==> src/lpdic_pkg.sv <==
// Package: constants for the device-side command state and init tracker.
// Assumes one clock pclk at 125 MHz and an APB master for register access.
package lpdic_pkg;
	// ****************************************
	// Register byte offsets
	// ****************************************
	localparam logic [7:0] LPDIC_CTRL_OFF   = 8'h00;
	localparam logic [7:0] LPDIC_STATE_OFF  = 8'h04;
	localparam logic [7:0] LPDIC_MRCFG_OFF  = 8'h08;
	localparam logic [7:0] LPDIC_VREF_OFF   = 8'h0c;
	localparam logic [7:0] LPDIC_ACCESS_OFF = 8'h10;
	// ****************************************
	// Mode field defaults after reset
	// ****************************************
	localparam logic [1:0] LPDIC_FSP_DEF    = 2'h0;
	localparam logic       LPDIC_WLS_DEF    = 1'h0;
	localparam logic [2:0] LPDIC_WL_DEF     = 3'h0;
	localparam logic [2:0] LPDIC_RL_DEF     = 3'h0;
	localparam logic [2:0] LPDIC_WR_DEF     = 3'h0;
	localparam logic [1:0] LPDIC_DBI_DEF    = 2'h0;
	localparam logic [2:0] LPDIC_ODT_DEF    = 3'h0;
	localparam logic       LPDIC_VRNG_DEF   = 1'h1;
	localparam logic [5:0] LPDIC_VVAL_DEF   = 6'h0d;
	// Decoded latency figures at default field codes
	localparam logic [3:0] LPDIC_WL_CYC     = 4'h4;
	localparam logic [3:0] LPDIC_RL_CYC     = 4'h6;
	localparam logic [3:0] LPDIC_RTP_CYC    = 4'h8;
	localparam logic [3:0] LPDIC_WREC_CYC   = 4'h6;
	// ****************************************
	// Prefetch and burst
	// ****************************************
	localparam int LPDIC_PREFETCH = 16;
	localparam int LPDIC_BEATS    = 8;
	// ****************************************
	// Command codes written by software
	// ****************************************
	typedef enum logic [3:0] {
		LPDIC_CMD_NOP      = 4'h0,
		LPDIC_CMD_ACT      = 4'h1,
		LPDIC_CMD_RD       = 4'h2,
		LPDIC_CMD_WR       = 4'h3,
		LPDIC_CMD_PRE      = 4'h4,
		LPDIC_CMD_MRW      = 4'h5,
		LPDIC_CMD_MRR      = 4'h6,
		LPDIC_CMD_MPC      = 4'h7,
		LPDIC_CMD_SRE      = 4'h8,
		LPDIC_CMD_SRX      = 4'h9,
		LPDIC_CMD_PDE      = 4'ha,
		LPDIC_CMD_PDX      = 4'hb,
		LPDIC_CMD_TRN_EXIT = 4'hc
	} lpdic_cmd_t;
	typedef enum logic [3:0] {
		LPDIC_ST_RESET  = 4'h0,
		LPDIC_ST_IDLE   = 4'h1,
		LPDIC_ST_ACTIVE = 4'h2,
		LPDIC_ST_BURST  = 4'h3,
		LPDIC_ST_MODE   = 4'h4,
		LPDIC_ST_TRAIN  = 4'h5,
		LPDIC_ST_SREF   = 4'h6,
		LPDIC_ST_PDOWN  = 4'h7
	} lpdic_state_t;
	// CTRL register fields
	localparam int LPDIC_CMD_LSB   = 0;
	localparam int LPDIC_TRN_BIT   = 4;
	localparam int LPDIC_BANK_LSB  = 8;
	localparam int LPDIC_ADDR_LSB  = 12;
	localparam int LPDIC_RDY_BIT   = 31;
	// Counter load of the automatic-return mode state, which lasts five cycles
	localparam logic [3:0] LPDIC_MODE_CYC = 4'h4;
endpackage : lpdic_pkg

==> src/lpdic_core.sv <==
// Device-side command state tracker with mode defaults and APB access.
// Assumes reset_n pin arrives asynchronously; APB master on pclk.
`timescale 1ns/10ps
// Summary of operation
// Activate picks bank, row; access picks column
// Sixteen-n core word, eight pin beats
// Bursts from column; only after initialization
// Self refresh allows powerdown, mode, multipurpose
// Idle means all banks precharged
// Training exits only by explicit command
// Automatic return goes to entering state
// Reset pin low forces reset state
// Latency and recovery fields default zero
// Inversion and termination default disabled
// Reference range one, code 001101, set 0
// Controller powers all channels together
// Outputs high impedance while reset low
// Controller holds reset first interval
// Gate low ten ns before reset release
// Gate waits, clock settles, select low
// Wait before first mode command
// Calibration start, wait, latch
// Command bus training after latch quiet
// Write leveling by leveling bit
// Data training leaves array untouched
// After training, accept any valid command; code refuses reads and writes until software sets init_done
// Reset 200 us, gate low 2 ms
// Five stable clocks before gate
// Two us before first mode command
// Latch quiet max 30 ns, 8 clocks
// Controller waits by rounded-up counters
module lpdic_core
	import lpdic_pkg::*;
#(
	parameter int NBANK = 8,
	parameter int DQW   = 16
) (
	input  wire logic                  pclk,
	input  wire logic                  presetn,
	input  wire logic                  psel,
	input  wire logic                  penable,
	input  wire logic                  pwrite,
	input  wire logic [7:0]            paddr,
	input  wire logic [31:0]           pwdata,
	output logic      [31:0]           prdata,
	output logic                       pready,
	output logic                       pslverr,
	input  wire logic                  reset_pin_n,
	input  wire logic [DQW-1:0]        dq_in,
	output logic      [DQW-1:0]        dq_out,
	output logic      [DQW-1:0]        dq_oe_n,
	output logic      [2:0]            bank_sel,
	output logic      [13:0]           row_sel,
	output logic      [9:0]            col_sel,
	output logic      [16*DQW-1:0]     core_word,
	output logic                       core_strobe
);
	// ****************************************
	// Reset pin synchroniser
	// ****************************************
	logic [2:0] rst_sync_reg;
	always_ff @(posedge pclk or negedge presetn) begin
		if (!presetn)
			rst_sync_reg <= 3'h0;
		else
			rst_sync_reg <= {rst_sync_reg[1:0], reset_pin_n};
	end
	logic rst_level_reg;
	wire  rst_agree = rst_sync_reg[1] == rst_sync_reg[2];
	always_ff @(posedge pclk or negedge presetn) begin
		if (!presetn)
			rst_level_reg <= 1'b0;
		else if (rst_agree)
			rst_level_reg <= rst_sync_reg[2];
	end
	wire pin_rst = !rst_level_reg;
	// ****************************************
	// APB decode
	// ****************************************
	wire apb_wr   = psel && penable && pwrite;
	wire hit_ctrl = paddr == LPDIC_CTRL_OFF;
	wire hit_st   = paddr == LPDIC_STATE_OFF;
	wire hit_mr   = paddr == LPDIC_MRCFG_OFF;
	wire hit_vr   = paddr == LPDIC_VREF_OFF;
	wire hit_acc  = paddr == LPDIC_ACCESS_OFF;
	wire mapped   = hit_ctrl || hit_st || hit_mr || hit_vr || hit_acc;
	assign pready  = 1'b1;
	assign pslverr = psel && penable && !mapped;
	wire cmd_go = apb_wr && hit_ctrl;
	lpdic_cmd_t cmd;
	assign cmd = lpdic_cmd_t'(pwdata[LPDIC_CMD_LSB +: 4]);
	wire        trn_bit = pwdata[LPDIC_TRN_BIT];
	wire [2:0]  w_bank  = pwdata[LPDIC_BANK_LSB +: 3];
	wire [13:0] w_addr  = pwdata[LPDIC_ADDR_LSB +: 14];
	// ****************************************
	// Mode fields
	// ****************************************
	logic [1:0] fsp_reg;
	logic       wls_reg, lev_reg;
	logic [2:0] wl_reg, rl_reg, wrec_reg, command_bus_termination_reg, data_bus_termination_reg;
	logic [1:0] dbi_reg;
	logic       ca_rng_reg, dq_rng_reg;
	logic [5:0] ca_val_reg, dq_val_reg;
	wire mr_wr = apb_wr && hit_mr && !pin_rst;
	wire vr_wr = apb_wr && hit_vr && !pin_rst;
	always_ff @(posedge pclk or negedge presetn) begin
		if (!presetn) begin
			fsp_reg <= LPDIC_FSP_DEF; wls_reg <= LPDIC_WLS_DEF; lev_reg <= 1'b0;
			wl_reg <= LPDIC_WL_DEF; rl_reg <= LPDIC_RL_DEF; wrec_reg <= LPDIC_WR_DEF;
			dbi_reg <= LPDIC_DBI_DEF; command_bus_termination_reg <= LPDIC_ODT_DEF; data_bus_termination_reg <= LPDIC_ODT_DEF;
			ca_rng_reg <= LPDIC_VRNG_DEF; dq_rng_reg <= LPDIC_VRNG_DEF;
			ca_val_reg <= LPDIC_VVAL_DEF; dq_val_reg <= LPDIC_VVAL_DEF;
		end else if (pin_rst) begin
			fsp_reg <= LPDIC_FSP_DEF; wls_reg <= LPDIC_WLS_DEF; lev_reg <= 1'b0;
			wl_reg <= LPDIC_WL_DEF; rl_reg <= LPDIC_RL_DEF; wrec_reg <= LPDIC_WR_DEF;
			dbi_reg <= LPDIC_DBI_DEF; command_bus_termination_reg <= LPDIC_ODT_DEF; data_bus_termination_reg <= LPDIC_ODT_DEF;
			ca_rng_reg <= LPDIC_VRNG_DEF; dq_rng_reg <= LPDIC_VRNG_DEF;
			ca_val_reg <= LPDIC_VVAL_DEF; dq_val_reg <= LPDIC_VVAL_DEF;
		end else begin
			if (mr_wr) begin
				{lev_reg, wls_reg, wl_reg, rl_reg} <= pwdata[7:0];
				wrec_reg   <= pwdata[10:8];
				dbi_reg    <= pwdata[13:12];
				command_bus_termination_reg <= pwdata[18:16];
				data_bus_termination_reg <= pwdata[22:20];
				fsp_reg    <= pwdata[25:24];
			end
			if (vr_wr) begin
				{ca_rng_reg, ca_val_reg} <= pwdata[6:0];
				{dq_rng_reg, dq_val_reg} <= pwdata[14:8];
			end
		end
	end
	// Latency decode only for code zero; other codes are left to software
	wire [3:0] wl_cyc = wl_reg == LPDIC_WL_DEF ? LPDIC_WL_CYC : {1'b0, wl_reg};
	// ****************************************
	// Command state machine
	// ****************************************
	lpdic_state_t state_reg, state_next, ret_reg, ret_next;
	logic [NBANK-1:0] open_reg, open_next;
	logic [3:0]       cnt_reg, cnt_next;
	logic             init_done_reg;
	wire act_ok = state_reg == LPDIC_ST_IDLE || state_reg == LPDIC_ST_ACTIVE;
	always_comb begin
		state_next = state_reg;
		ret_next   = ret_reg;
		open_next  = open_reg;
		cnt_next   = cnt_reg == 4'h0 ? 4'h0 : cnt_reg - 4'h1;
		unique case (state_reg)
			LPDIC_ST_RESET: begin
				state_next = LPDIC_ST_IDLE;
			end
			LPDIC_ST_IDLE, LPDIC_ST_ACTIVE: begin
				if (cmd_go) begin
					if (cmd == LPDIC_CMD_ACT)
						open_next[w_bank] = 1'b1;
					else if (cmd == LPDIC_CMD_PRE)
						open_next[w_bank] = 1'b0;
					else if ((cmd == LPDIC_CMD_RD || cmd == LPDIC_CMD_WR) && open_reg[w_bank] && init_done_reg) begin
						state_next = LPDIC_ST_BURST;
						cnt_next   = 4'(LPDIC_BEATS - 1);
					end else if (cmd == LPDIC_CMD_MRW || cmd == LPDIC_CMD_MRR || cmd == LPDIC_CMD_MPC) begin
						state_next = trn_bit && cmd != LPDIC_CMD_MRR ? LPDIC_ST_TRAIN : LPDIC_ST_MODE;
						ret_next   = state_reg;
						cnt_next   = LPDIC_MODE_CYC;
					end else if (cmd == LPDIC_CMD_SRE && state_reg == LPDIC_ST_IDLE && open_reg == '0)
						state_next = LPDIC_ST_SREF;
					else if (cmd == LPDIC_CMD_PDE) begin
						state_next = LPDIC_ST_PDOWN;
						ret_next   = state_reg;
					end
				end
				if (state_next == state_reg)
					state_next = open_next == '0 ? LPDIC_ST_IDLE : LPDIC_ST_ACTIVE;
			end
			LPDIC_ST_BURST: begin
				if (cnt_reg == 4'h0)
					state_next = LPDIC_ST_ACTIVE;
			end
			LPDIC_ST_MODE: begin
				if (cnt_reg == 4'h0)
					state_next = ret_reg;
			end
			LPDIC_ST_TRAIN: begin
				if (cmd_go && cmd == LPDIC_CMD_TRN_EXIT)
					state_next = ret_reg;
			end
			LPDIC_ST_SREF: begin
				if (cmd_go) begin
					if (cmd == LPDIC_CMD_SRX)
						state_next = LPDIC_ST_IDLE;
					else if (cmd == LPDIC_CMD_PDE || cmd == LPDIC_CMD_MRW || cmd == LPDIC_CMD_MRR ||
						cmd == LPDIC_CMD_MPC) begin
						state_next = cmd == LPDIC_CMD_PDE ? LPDIC_ST_PDOWN : LPDIC_ST_MODE;
						ret_next   = LPDIC_ST_SREF;
						cnt_next   = LPDIC_MODE_CYC;
					end
				end
			end
			LPDIC_ST_PDOWN: begin
				if (cmd_go && cmd == LPDIC_CMD_PDX)
					state_next = ret_reg;
			end
			default: state_next = LPDIC_ST_RESET;
		endcase
	end
	always_ff @(posedge pclk or negedge presetn) begin
		if (!presetn) begin
			state_reg <= LPDIC_ST_RESET;
			ret_reg   <= LPDIC_ST_IDLE;
			open_reg  <= '0;
			cnt_reg   <= 4'h0;
		end else if (pin_rst) begin
			state_reg <= LPDIC_ST_RESET;
			ret_reg   <= LPDIC_ST_IDLE;
			open_reg  <= '0;
			cnt_reg   <= 4'h0;
		end else begin
			state_reg <= state_next;
			ret_reg   <= ret_next;
			open_reg  <= open_next;
			cnt_reg   <= cnt_next;
		end
	end
	// Initialization done is set by software once training is over
	always_ff @(posedge pclk or negedge presetn) begin
		if (!presetn)
			init_done_reg <= 1'b0;
		else if (pin_rst)
			init_done_reg <= 1'b0;
		else if (apb_wr && hit_st)
			init_done_reg <= pwdata[0];
	end
	// ****************************************
	// Address capture and data path
	// ****************************************
	wire col_go = cmd_go && act_ok && (cmd == LPDIC_CMD_RD || cmd == LPDIC_CMD_WR) && state_next == LPDIC_ST_BURST;
	wire row_go = cmd_go && act_ok && cmd == LPDIC_CMD_ACT;
	logic [16*DQW-1:0] word_reg;
	logic [2:0]        beat_reg;
	logic              wr_dir_reg;
	always_ff @(posedge pclk or negedge presetn) begin
		if (!presetn) begin
			bank_sel <= 3'h0; row_sel <= 14'h0; col_sel <= 10'h0;
		end else if (row_go) begin
			bank_sel <= w_bank; row_sel <= w_addr;
		end else if (col_go) begin
			bank_sel <= w_bank; col_sel <= {w_addr[9:2], 2'h0};
		end
	end
	always_ff @(posedge pclk or negedge presetn) begin
		if (!presetn) begin
			wr_dir_reg <= 1'b0; beat_reg <= 3'h0; word_reg <= '0;
		end else if (col_go) begin
			wr_dir_reg <= cmd == LPDIC_CMD_WR; beat_reg <= 3'h0;
		end else if (state_reg == LPDIC_ST_BURST) begin
			beat_reg <= beat_reg + 3'h1;
			if (wr_dir_reg)
				word_reg[beat_reg*2*DQW +: 2*DQW] <= {dq_in, dq_in};
		end
	end
	wire burst_end = state_reg == LPDIC_ST_BURST && cnt_reg == 4'h0;
	// Read beat leads by one so data stands while the enable is low
	wire [2:0] beat_lead = col_go ? 3'h0 : beat_reg + 3'h1;
	always_ff @(posedge pclk or negedge presetn) begin
		if (!presetn) begin
			core_word <= '0; core_strobe <= 1'b0; dq_out <= '0;
		end else begin
			core_strobe <= burst_end;
			// Last write beat lands on this same edge, so merge it here
			if (burst_end)
				core_word <= wr_dir_reg ? {dq_in, dq_in, word_reg[14*DQW-1:0]} : word_reg;
			dq_out <= word_reg[beat_lead*2*DQW +: DQW];
		end
	end
	wire drive_rd = state_reg == LPDIC_ST_BURST && !wr_dir_reg && !pin_rst;
	assign dq_oe_n = {DQW{!drive_rd}};
	// ****************************************
	// Read data
	// ****************************************
	wire [31:0] mr_rd = {6'h0, fsp_reg, 1'b0, data_bus_termination_reg, 1'b0, command_bus_termination_reg, 2'h0, dbi_reg, 1'b0, wrec_reg,
		lev_reg, wls_reg, wl_reg, rl_reg};
	wire [31:0] st_rd = {12'h0, wl_cyc, 8'(open_reg), state_reg, 3'h0, init_done_reg};
	wire [31:0] rd_mux = hit_mr  ? mr_rd :
		hit_vr  ? {17'h0, dq_rng_reg, dq_val_reg, 1'b0, ca_rng_reg, ca_val_reg} :
		hit_st  ? st_rd :
		hit_acc ? {5'h0, row_sel, 3'h0, col_sel} :
		hit_ctrl ? {!pin_rst, 31'h0} : 32'h0;
	assign prdata = rd_mux;
	// ****************************************
	// Checks
	// ****************************************
	a_reset_state_entry: assert property (@(posedge pclk) disable iff (!presetn) pin_rst |=> state_reg == LPDIC_ST_RESET) else $error("reset state missed");
	a_hiz_in_reset: assert property (@(posedge pclk) disable iff (!presetn) pin_rst |-> &dq_oe_n) else $error("driving in reset");
	a_idle_precharged: assert property (@(posedge pclk) disable iff (!presetn) state_reg == LPDIC_ST_IDLE |-> open_reg == '0) else $error("idle with open bank");
	a_mode_return: assert property (@(posedge pclk) disable iff (!presetn || pin_rst) state_reg != LPDIC_ST_MODE ##1 state_reg == LPDIC_ST_MODE |-> ##5 state_reg == $past(ret_reg, 5)) else $error("mode no return");
	a_train_stays: assert property (@(posedge pclk) disable iff (!presetn || pin_rst) state_reg == LPDIC_ST_TRAIN && !(cmd_go && cmd == LPDIC_CMD_TRN_EXIT) |=> state_reg == LPDIC_ST_TRAIN) else $error("training left");
	a_default_fields: assert property (@(posedge pclk) disable iff (!presetn) $fell(pin_rst) |-> wl_reg == 3'h0 && rl_reg == 3'h0 && wrec_reg == 3'h0 && wl_cyc == LPDIC_WL_CYC) else $error("latency defaults");
	a_odt_defaults: assert property (@(posedge pclk) disable iff (!presetn) $fell(pin_rst) |-> dbi_reg == 2'h0 && command_bus_termination_reg == 3'h0 && data_bus_termination_reg == 3'h0) else $error("odt defaults");
	a_vref_defaults: assert property (@(posedge pclk) disable iff (!presetn) $fell(pin_rst) |-> ca_rng_reg && ca_val_reg == 6'h0d && dq_val_reg == 6'h0d && fsp_reg == 2'h0) else $error("vref defaults");
	a_burst_length: assert property (@(posedge pclk) disable iff (!presetn || pin_rst) col_go |=> state_reg == LPDIC_ST_BURST [*8] ##1 state_reg != LPDIC_ST_BURST) else $error("burst length");
	a_sref_exits: assert property (@(posedge pclk) disable iff (!presetn || pin_rst) state_reg == LPDIC_ST_SREF |=> state_reg inside {LPDIC_ST_SREF, LPDIC_ST_IDLE, LPDIC_ST_PDOWN, LPDIC_ST_MODE}) else $error("sref exit");
endmodule : lpdic_core

==> config.mk <==
export PLATFORM = sky130hd
export DESIGN_NAME = lpdic_core
export DESIGN_NICKNAME = d
export VERILOG_FILES = /design/src/lpdic_pkg.sv /design/src/lpdic_core.sv
export SDC_FILE = /design/constraint.sdc
export NUM_CORES = 1
export LEC_CHECK = 0
export ABC_AREA = 0
export ABC_CLOCK_PERIOD_IN_PS = 9100
export BUFFER_PORTS_ARGS = -buffer_cell sky130_fd_sc_hd__buf_2
export CORE_AREA = 2 2 170 239
export DETAILED_ROUTE_END_ITERATION = 16
export DIE_AREA = 0 0 172 241
export GPL_ROUTABILITY_DRIVEN = 1
export PLACE_DENSITY_LB_ADDON = 0.12
export SYNTH_ARGS = -nofsm -noshare
export SYNTH_HDL_FRONTEND = slang
export SYNTH_SLANG_ARGS = --single-unit
==> constraint.sdc <==
create_clock -name pclk -period 9.1 [get_ports pclk]
set_clock_uncertainty 0.15 [all_clocks]
set_input_delay 0.455 -clock pclk [delete_from_list [all_inputs] [get_ports pclk]]
set_output_delay 0.455 -clock pclk [all_outputs]
set_load 0.01 [all_outputs]
## After elaboration in Yosys (flattened, before gate mapping)

Index checks and enable logic that the tools add are counted.

- Flip-flop bits (word level): 618
- Input bits: 62

- Bitwise gates (word level): 5
- Multiplexer cells: 95
- Magnitude comparators: 2
- Reductions and logical operators: 50
- Shift operators: 3
- $add $sub $neg: 3
- Equal/unequal tests: 41

Operator list:

| kind | number |
|---|---|
| 256-bit bitwise mux | 1 |
| 256-bit two-way mux | 1 |
| 32-bit by 34-bit variable shift with 256-bit output (first input constant) | 1 |
| 256-bit by 9-bit indexed part select with 16-bit output | 1 |
| 32-bit by 34-bit indexed part select with 256-bit output | 1 |
| 32-bit two-way mux | 5 |
| 4-bit two-way mux | 38 |
| 3-bit two-way mux | 16 |
| 8-bit two-way mux | 6 |
| 8-bit negation with 34-bit output | 1 |
| 4-bit by 3-bit equality test with 1-bit output (second input constant) | 8 |
| 4-bit one-hot mux with 7 select lines | 1 |
| 1-bit logical AND | 24 |
| 8-bit zero test | 3 |
| 6-bit two-way mux | 4 |
| 3-bit != test (second input constant) | 7 |
| 4-bit by 2-bit equality test with 1-bit output (second input constant) | 5 |
| 4-bit equality test (second input constant) | 5 |
| 8-bit by 4-bit equality test with 1-bit output (second input constant) | 2 |
| 4-bit one-hot mux with 2 select lines | 2 |
| 1-bit two-way mux | 13 |
| 2-bit two-way mux | 6 |
| 1-bit logical OR | 11 |
| 10-bit AND reduction | 1 |
| other kinds (26) | 36 |

## Logic depth before layout (Yosys ltp)

- Depth after elaboration: 18
- Depth in mapped cells: 12
- Depth with buffers taken out: 9

## Worst setup path before layout

Ideal clock, no wire load.

- Path type: input-to-reg
- From: input paddr[3]
- To: register col_sel[2]
- Path buffers: 2
- Data arrival time: 2,789 ps
- Stages on the path: 9
- Path slack: 6,033 ps
- Cell sequence: buf_6 > nor4_4 > nand2_2 > or4_4 > a311oi_2 > a21oi_2 > nor4_4 > buf_4 > mux2_1

- Longest elaborated chain between the ends: 11

Ends and longest elaborated chain:

| what | RTL line | RTL |
|---|---|---|
| from (decl) | lpdic_core.sv:43 | `input wire logic [7:0] paddr,` |
| 8-bit zero test (*) | lpdic_core.sv:81 | `wire hit_ctrl = paddr == LPDIC_CTRL_OFF;` |
| 1-bit logical AND (*) | lpdic_core.sv:89 | `wire cmd_go = apb_wr && hit_ctrl;` |
| 8-bit two-way mux | lpdic_core.sv:154 | `if (cmd_go) begin` |
| 8-bit two-way mux | lpdic_core.sv:149 | `unique case (state_reg)` |
| 8-bit zero test | lpdic_core.sv:174 | `state_next = open_next == '0 ? LPDIC_ST_IDLE : LPDIC_ST_ACTIVE;` |
| 2-bit two-way mux | lpdic_core.sv:174 |  |
| 4-bit two-way mux | lpdic_core.sv:173 | `if (state_next == state_reg)` |
| 4-bit one-hot mux with 7 select lines | lpdic_core.sv:149 |  |
| 4-bit by 2-bit equality test with 1-bit output | lpdic_core.sv:237 | `wire col_go = cmd_go && act_ok && (cmd == LPDIC_CMD_RD \|\| cmd == LPDIC_CMD_WR) && state_next == LPDIC_ST_BURST ...` |
| 1-bit logical AND | lpdic_core.sv:237 |  |
| 2-bit AND reduction (no line) (*) | -- |  |
| to (signal assigned) | lpdic_core.sv:248 | `bank_sel <= w_bank; col_sel <= {w_addr[9:2], 2'h0};` |
| to (decl) | lpdic_core.sv:54 | `output logic [9:0] col_sel,` |

Mark *: on every way between the ends. The rest lies on a longest branch, timed or not. The select of a mux whose other input is x is not followed.
A chain may end at the register's enable or synchronous reset.

## Final worst setup path

- From: register beat_reg[0]
- To: register word_reg[52]

- Longest elaborated chain between the ends: 3

Ends and longest elaborated chain:

| what | RTL line | RTL |
|---|---|---|
| from (decl) | lpdic_core.sv:240 | `logic [2:0] beat_reg;` |
| from (signal assigned) | lpdic_core.sv:257 | `beat_reg <= beat_reg + 3'h1;` |
| 8-bit negation with 34-bit output (*) | lpdic_core.sv:259 | `word_reg[beat_reg*2*DQW +: 2*DQW] <= {dq_in, dq_in};` |
| 32-bit by 34-bit indexed part select with 256-bit output / 32-bit by 34-bit variable shift with 256-bit output (equally long branches) | lpdic_core.sv:259 |  |
| 256-bit bitwise mux (*) | lpdic_core.sv:259 |  |
| to (signal, indexed assignment) | lpdic_core.sv:259 |  |
| to (decl) | lpdic_core.sv:239 | `logic [16*DQW-1:0] word_reg;` |

Mark *: on every way between the ends. The rest lies on a longest branch, timed or not.

==> metrics.md <==
| Metric | Value |
|---|---|
| Clock latency on the worst-skew pair | 0.54 ns |
| Ratio of routed vias to standard cells | ~5.3 |
| Die footprint | a little over 40000 um2 |
| Area taken by multi-input logic gates | about 7000 um2 |
| First-pass iteration count of the detailed router | 5 |
| Synth warnings | 0 |
| Num CTS Buffers | 37 |
| Horizontal die dimension | roughly 170 um |
| Total negative setup slack | 0 ns |
| Avg WL per Cell | ~21 um |
| Routed wire length | between 40000 and 50000 um |
| ANT nets after route | 0 |
| Avg Cell Area, Syn | approximately 11 um2 |
| Gate count of the mapped netlist | between 1500 and 2000 |
| Count of standard-cell rows | 86 |
| Growth of design area from synthesis to finish | 15.2% |
| Number of distinct standard cells referenced by the synthesized netlist | 80 |
| Crit share post-route | 0.465 |
| Max-capacitance violation count | 0 |
| Share of final-layout standard cells stronger than drive strength 1 | 0.374 |
| Maximum clock path buffer count | 3 |
| Category of the most critical setup path | flip-flop to flip-flop |
| Asr flop ratio synth | 1.00 |
| Endpoint class of the critical path | flip-flop |
| Number of filler instances in the final layout | roughly 3600 |
| Hold-critical path depth | 2 |
| Post-CTS sizing | 0 |
| Drt initial violations | around 830 |
| Commonest non-fill, non-tap cells in the layout | 397 x sky130_fd_sc_hd__buf_2, 353 x sky130_fd_sc_hd__dfrtp_1, 274 x sky130_fd_sc_hd__nand2_1 |
| RSZ-0062 raised after global routing | false |
| Global routing usage summed across all routing layers | 0.236 |
| Max Fclk | roughly 240 MHz |
| Buffers on Ports | a little under 400 |
| Largest net degree at the start of global routing | 90 |
| Die height | 241 um |
| Biggest fanout along the worst timing path | between 40 and 50 |
| Most common flop cell mapped by yosys | sky130_fd_sc_hd__dfrtp_1 |
| Vias post-DR | about 13000 |
| Critical Path Start Type | flip-flop |
| Req. time, crit path | roughly 9.3 ns |
| Post-layout net count | around 1900 |
| Antenna violations before repair | 0 |
| Slew at the pin closest to its max-slew limit | approximately 1.2 ns |
| Final setup violation count | 0 |
| Depth of the CTS H-tree | 2 |
| Slew Limit Fails | 0 |
| Data arrival, critical path | between 4 and 5 ns |
| Run status | finished clean |
| EDFF count, synth | 0 |
| Number of clock sinks seen by CTS | 362 |
| Count of unresolved DRC violations after routing | 0 |
| Utilization after layout | 0.514 |
| Depth of the most critical reg-to-reg path | 7 |
| VDD IR-drop max | roughly 0.00011 V |
| CTS root buf | sky130_fd_sc_hd__clkbuf_16 |
| Final Hold Viols | 0 |
| Min Tclk post-route | between 4 and 5 ns |
| Leading cell type in the layout, fill and taps excluded | sky130_fd_sc_hd__buf_2 |
| Headroom to the max-slew limit | 0.211 |
| Leak Pwr | between 8 and 9 nW |
| Hold WC Path Type | input pin to flip-flop |
| Starting density of the core | 0.446 |
| Global-route congestion overflow total | 0 |
| Flop and latch count out of synthesis | 362 |
| Register Area | 9070 um2 |
| I/O pin total | roughly 410 |
| Netlist Area Pre-Place | 17500 um2 |
| CTS tree | yes |
| Power per cell area | about 170 nW/um2 |
| Wire length of the first global-routing pass | ~74000 um |
| Antenna fix cells | 0 |
| HPWL after detailed placement | about 36000 um |
| Area of the core region | a little under 40000 um2 |
| RD Place Congestion | between 0.9 and 1 |
| Proportion of synthesized chip area in sequential cells | 0.519 |
| Vias in the first global route | roughly 12000 |
| CTS clock-pin slew for the worst setup and hold paths | 0.06 ns |
## per-stage QoR
step	hold WS (ns)	worst slack, ns	instances	power (mW)	cell area [um2]
after CTS	0.00731	4.90	2386	3.51	20100
after global placement	0.189	4.98	2311	1.91	18800
after global routing	0.0131	4.49	2386	3.60	20100
after detailed placement	0.186	4.89	2311	1.91	18800
after floorplan	0.00941	6.03	1621	1.80	17500
final	0.0258	4.87	2386	3.47	20100
## final cells by class
type	instances	area share
flip-flops and latches	362	0.451
clock inverters	10	0.00672
well taps	528	0.0328
repair buffers	422	0.110
inverters	14	0.00261
multi-input cells	994	0.341
clock buffers	56	0.0567
## synthesized netlist by cell type (all sizes together), types with 3 or more instances
cell type	instances	area (um2)
a21boi	13	97.6
and3	10	67.6
nand3	18	90.1
o2111ai	3	26.3
a22o	27	236
nand2b	7	43.8
nand4	7	43.8
ha	5	62.6
nor4	7	88.8
a21oi	25	129
nand3b	5	37.5
or4	5	42.5
buf	161	1190
mux2i	40	400
a31oi	3	18.8
nor2b	6	37.5
dfstp	9	236
a22oi	6	45.0
clkbuf	90	338
nand4b	3	26.3
a221oi	5	43.8
nand2	276	1040
o31ai	16	120
mux4	16	360
xnor2	4	35.0
o22a	16	148
and2	11	68.8
nor3b	7	52.6
o211ai	9	67.6
or3	4	25.0
nor2	54	203
mux2	172	1940
o21a	3	22.5
inv	14	52.6
o21ai	158	791
dfrtp	353	8830
nor3	8	40.0
or2	5	31.3
nor4b	3	32.5
## cells by family after synthesis
logic type / count (synthesis) / share of synthesized area
AOI/OAI and AO/OA: 304 / 0.111
xor gates and xnor gates: 5 / 0.00251
adders and majority gates: 6 / 0.00416
buffers and inverters: 265 / 0.0906
DFF: 362 / 0.519
muxes: 228 / 0.154
other: 2 / 0.000430
and+or+nand+nor: 444 / 0.117
## critical path, cell delays in order, from the launching register on
cell and delay, ns:
sky130_fd_sc_hd__dfrtp_1 0.32, sky130_fd_sc_hd__buf_4 0.42, sky130_fd_sc_hd__inv_2 0.38, sky130_fd_sc_hd__ha_1 1.15, sky130_fd_sc_hd__and3_1 0.38, sky130_fd_sc_hd__nand3_1 0.83
sky130_fd_sc_hd__nand2_1 0.29, sky130_fd_sc_hd__o21ai_0 0.11
## final timing paths
check | to | start | slack [ns]
worst max-delay path | word_reg[52]$_DFFE_PN0P_ | beat_reg[0]$_DFFE_PN0P_ | 4.87
worst min-delay path | data_bus_termination_reg[2]$_DFFE_PN0P_ | pwdata[22] | 0.03
worst max register to register | word_reg[52]$_DFFE_PN0P_ | beat_reg[0]$_DFFE_PN0P_ | 4.87
worst min register to register | rst_sync_reg[1]$_DFF_PN0_ | rst_sync_reg[0]$_DFF_PN0_ | 0.20
max in group asynchronous | core_word[211]$_DFFE_PN0P_ | presetn | 6.37
min in group asynchronous | dq_val_reg[4]$_DFFE_PN0P_ | presetn | 0.35
## power by group
part	switching [mW]	total [mW]	internal (mW)	leakage, nW
registers	0.0258	1.66	1.63	3.77
logic	0.149	0.223	0.0748	4.25
clock network	0.636	1.59	0.952	0.628
total	0.811	3.47	2.66	8.65
## per-layer routing
metal,vias to the layer above,part of all wire,GRT usage
li1,5920,-,-
met1,6305,0.42,0.312
met2,444,0.49,0.398
met3,80,0.048,0.0294
met4,0,0.037,0.0896
met5,-,0,0
## repair_timing
| action | CTS | global route |
|---|---|---|
| hold endpoints to repair | 82 | 0 |
| setup buffers | 0 | 0 |
| hold buffers | 9 | 0 |
Note: power is estimated with default switching activity, not from simulation.
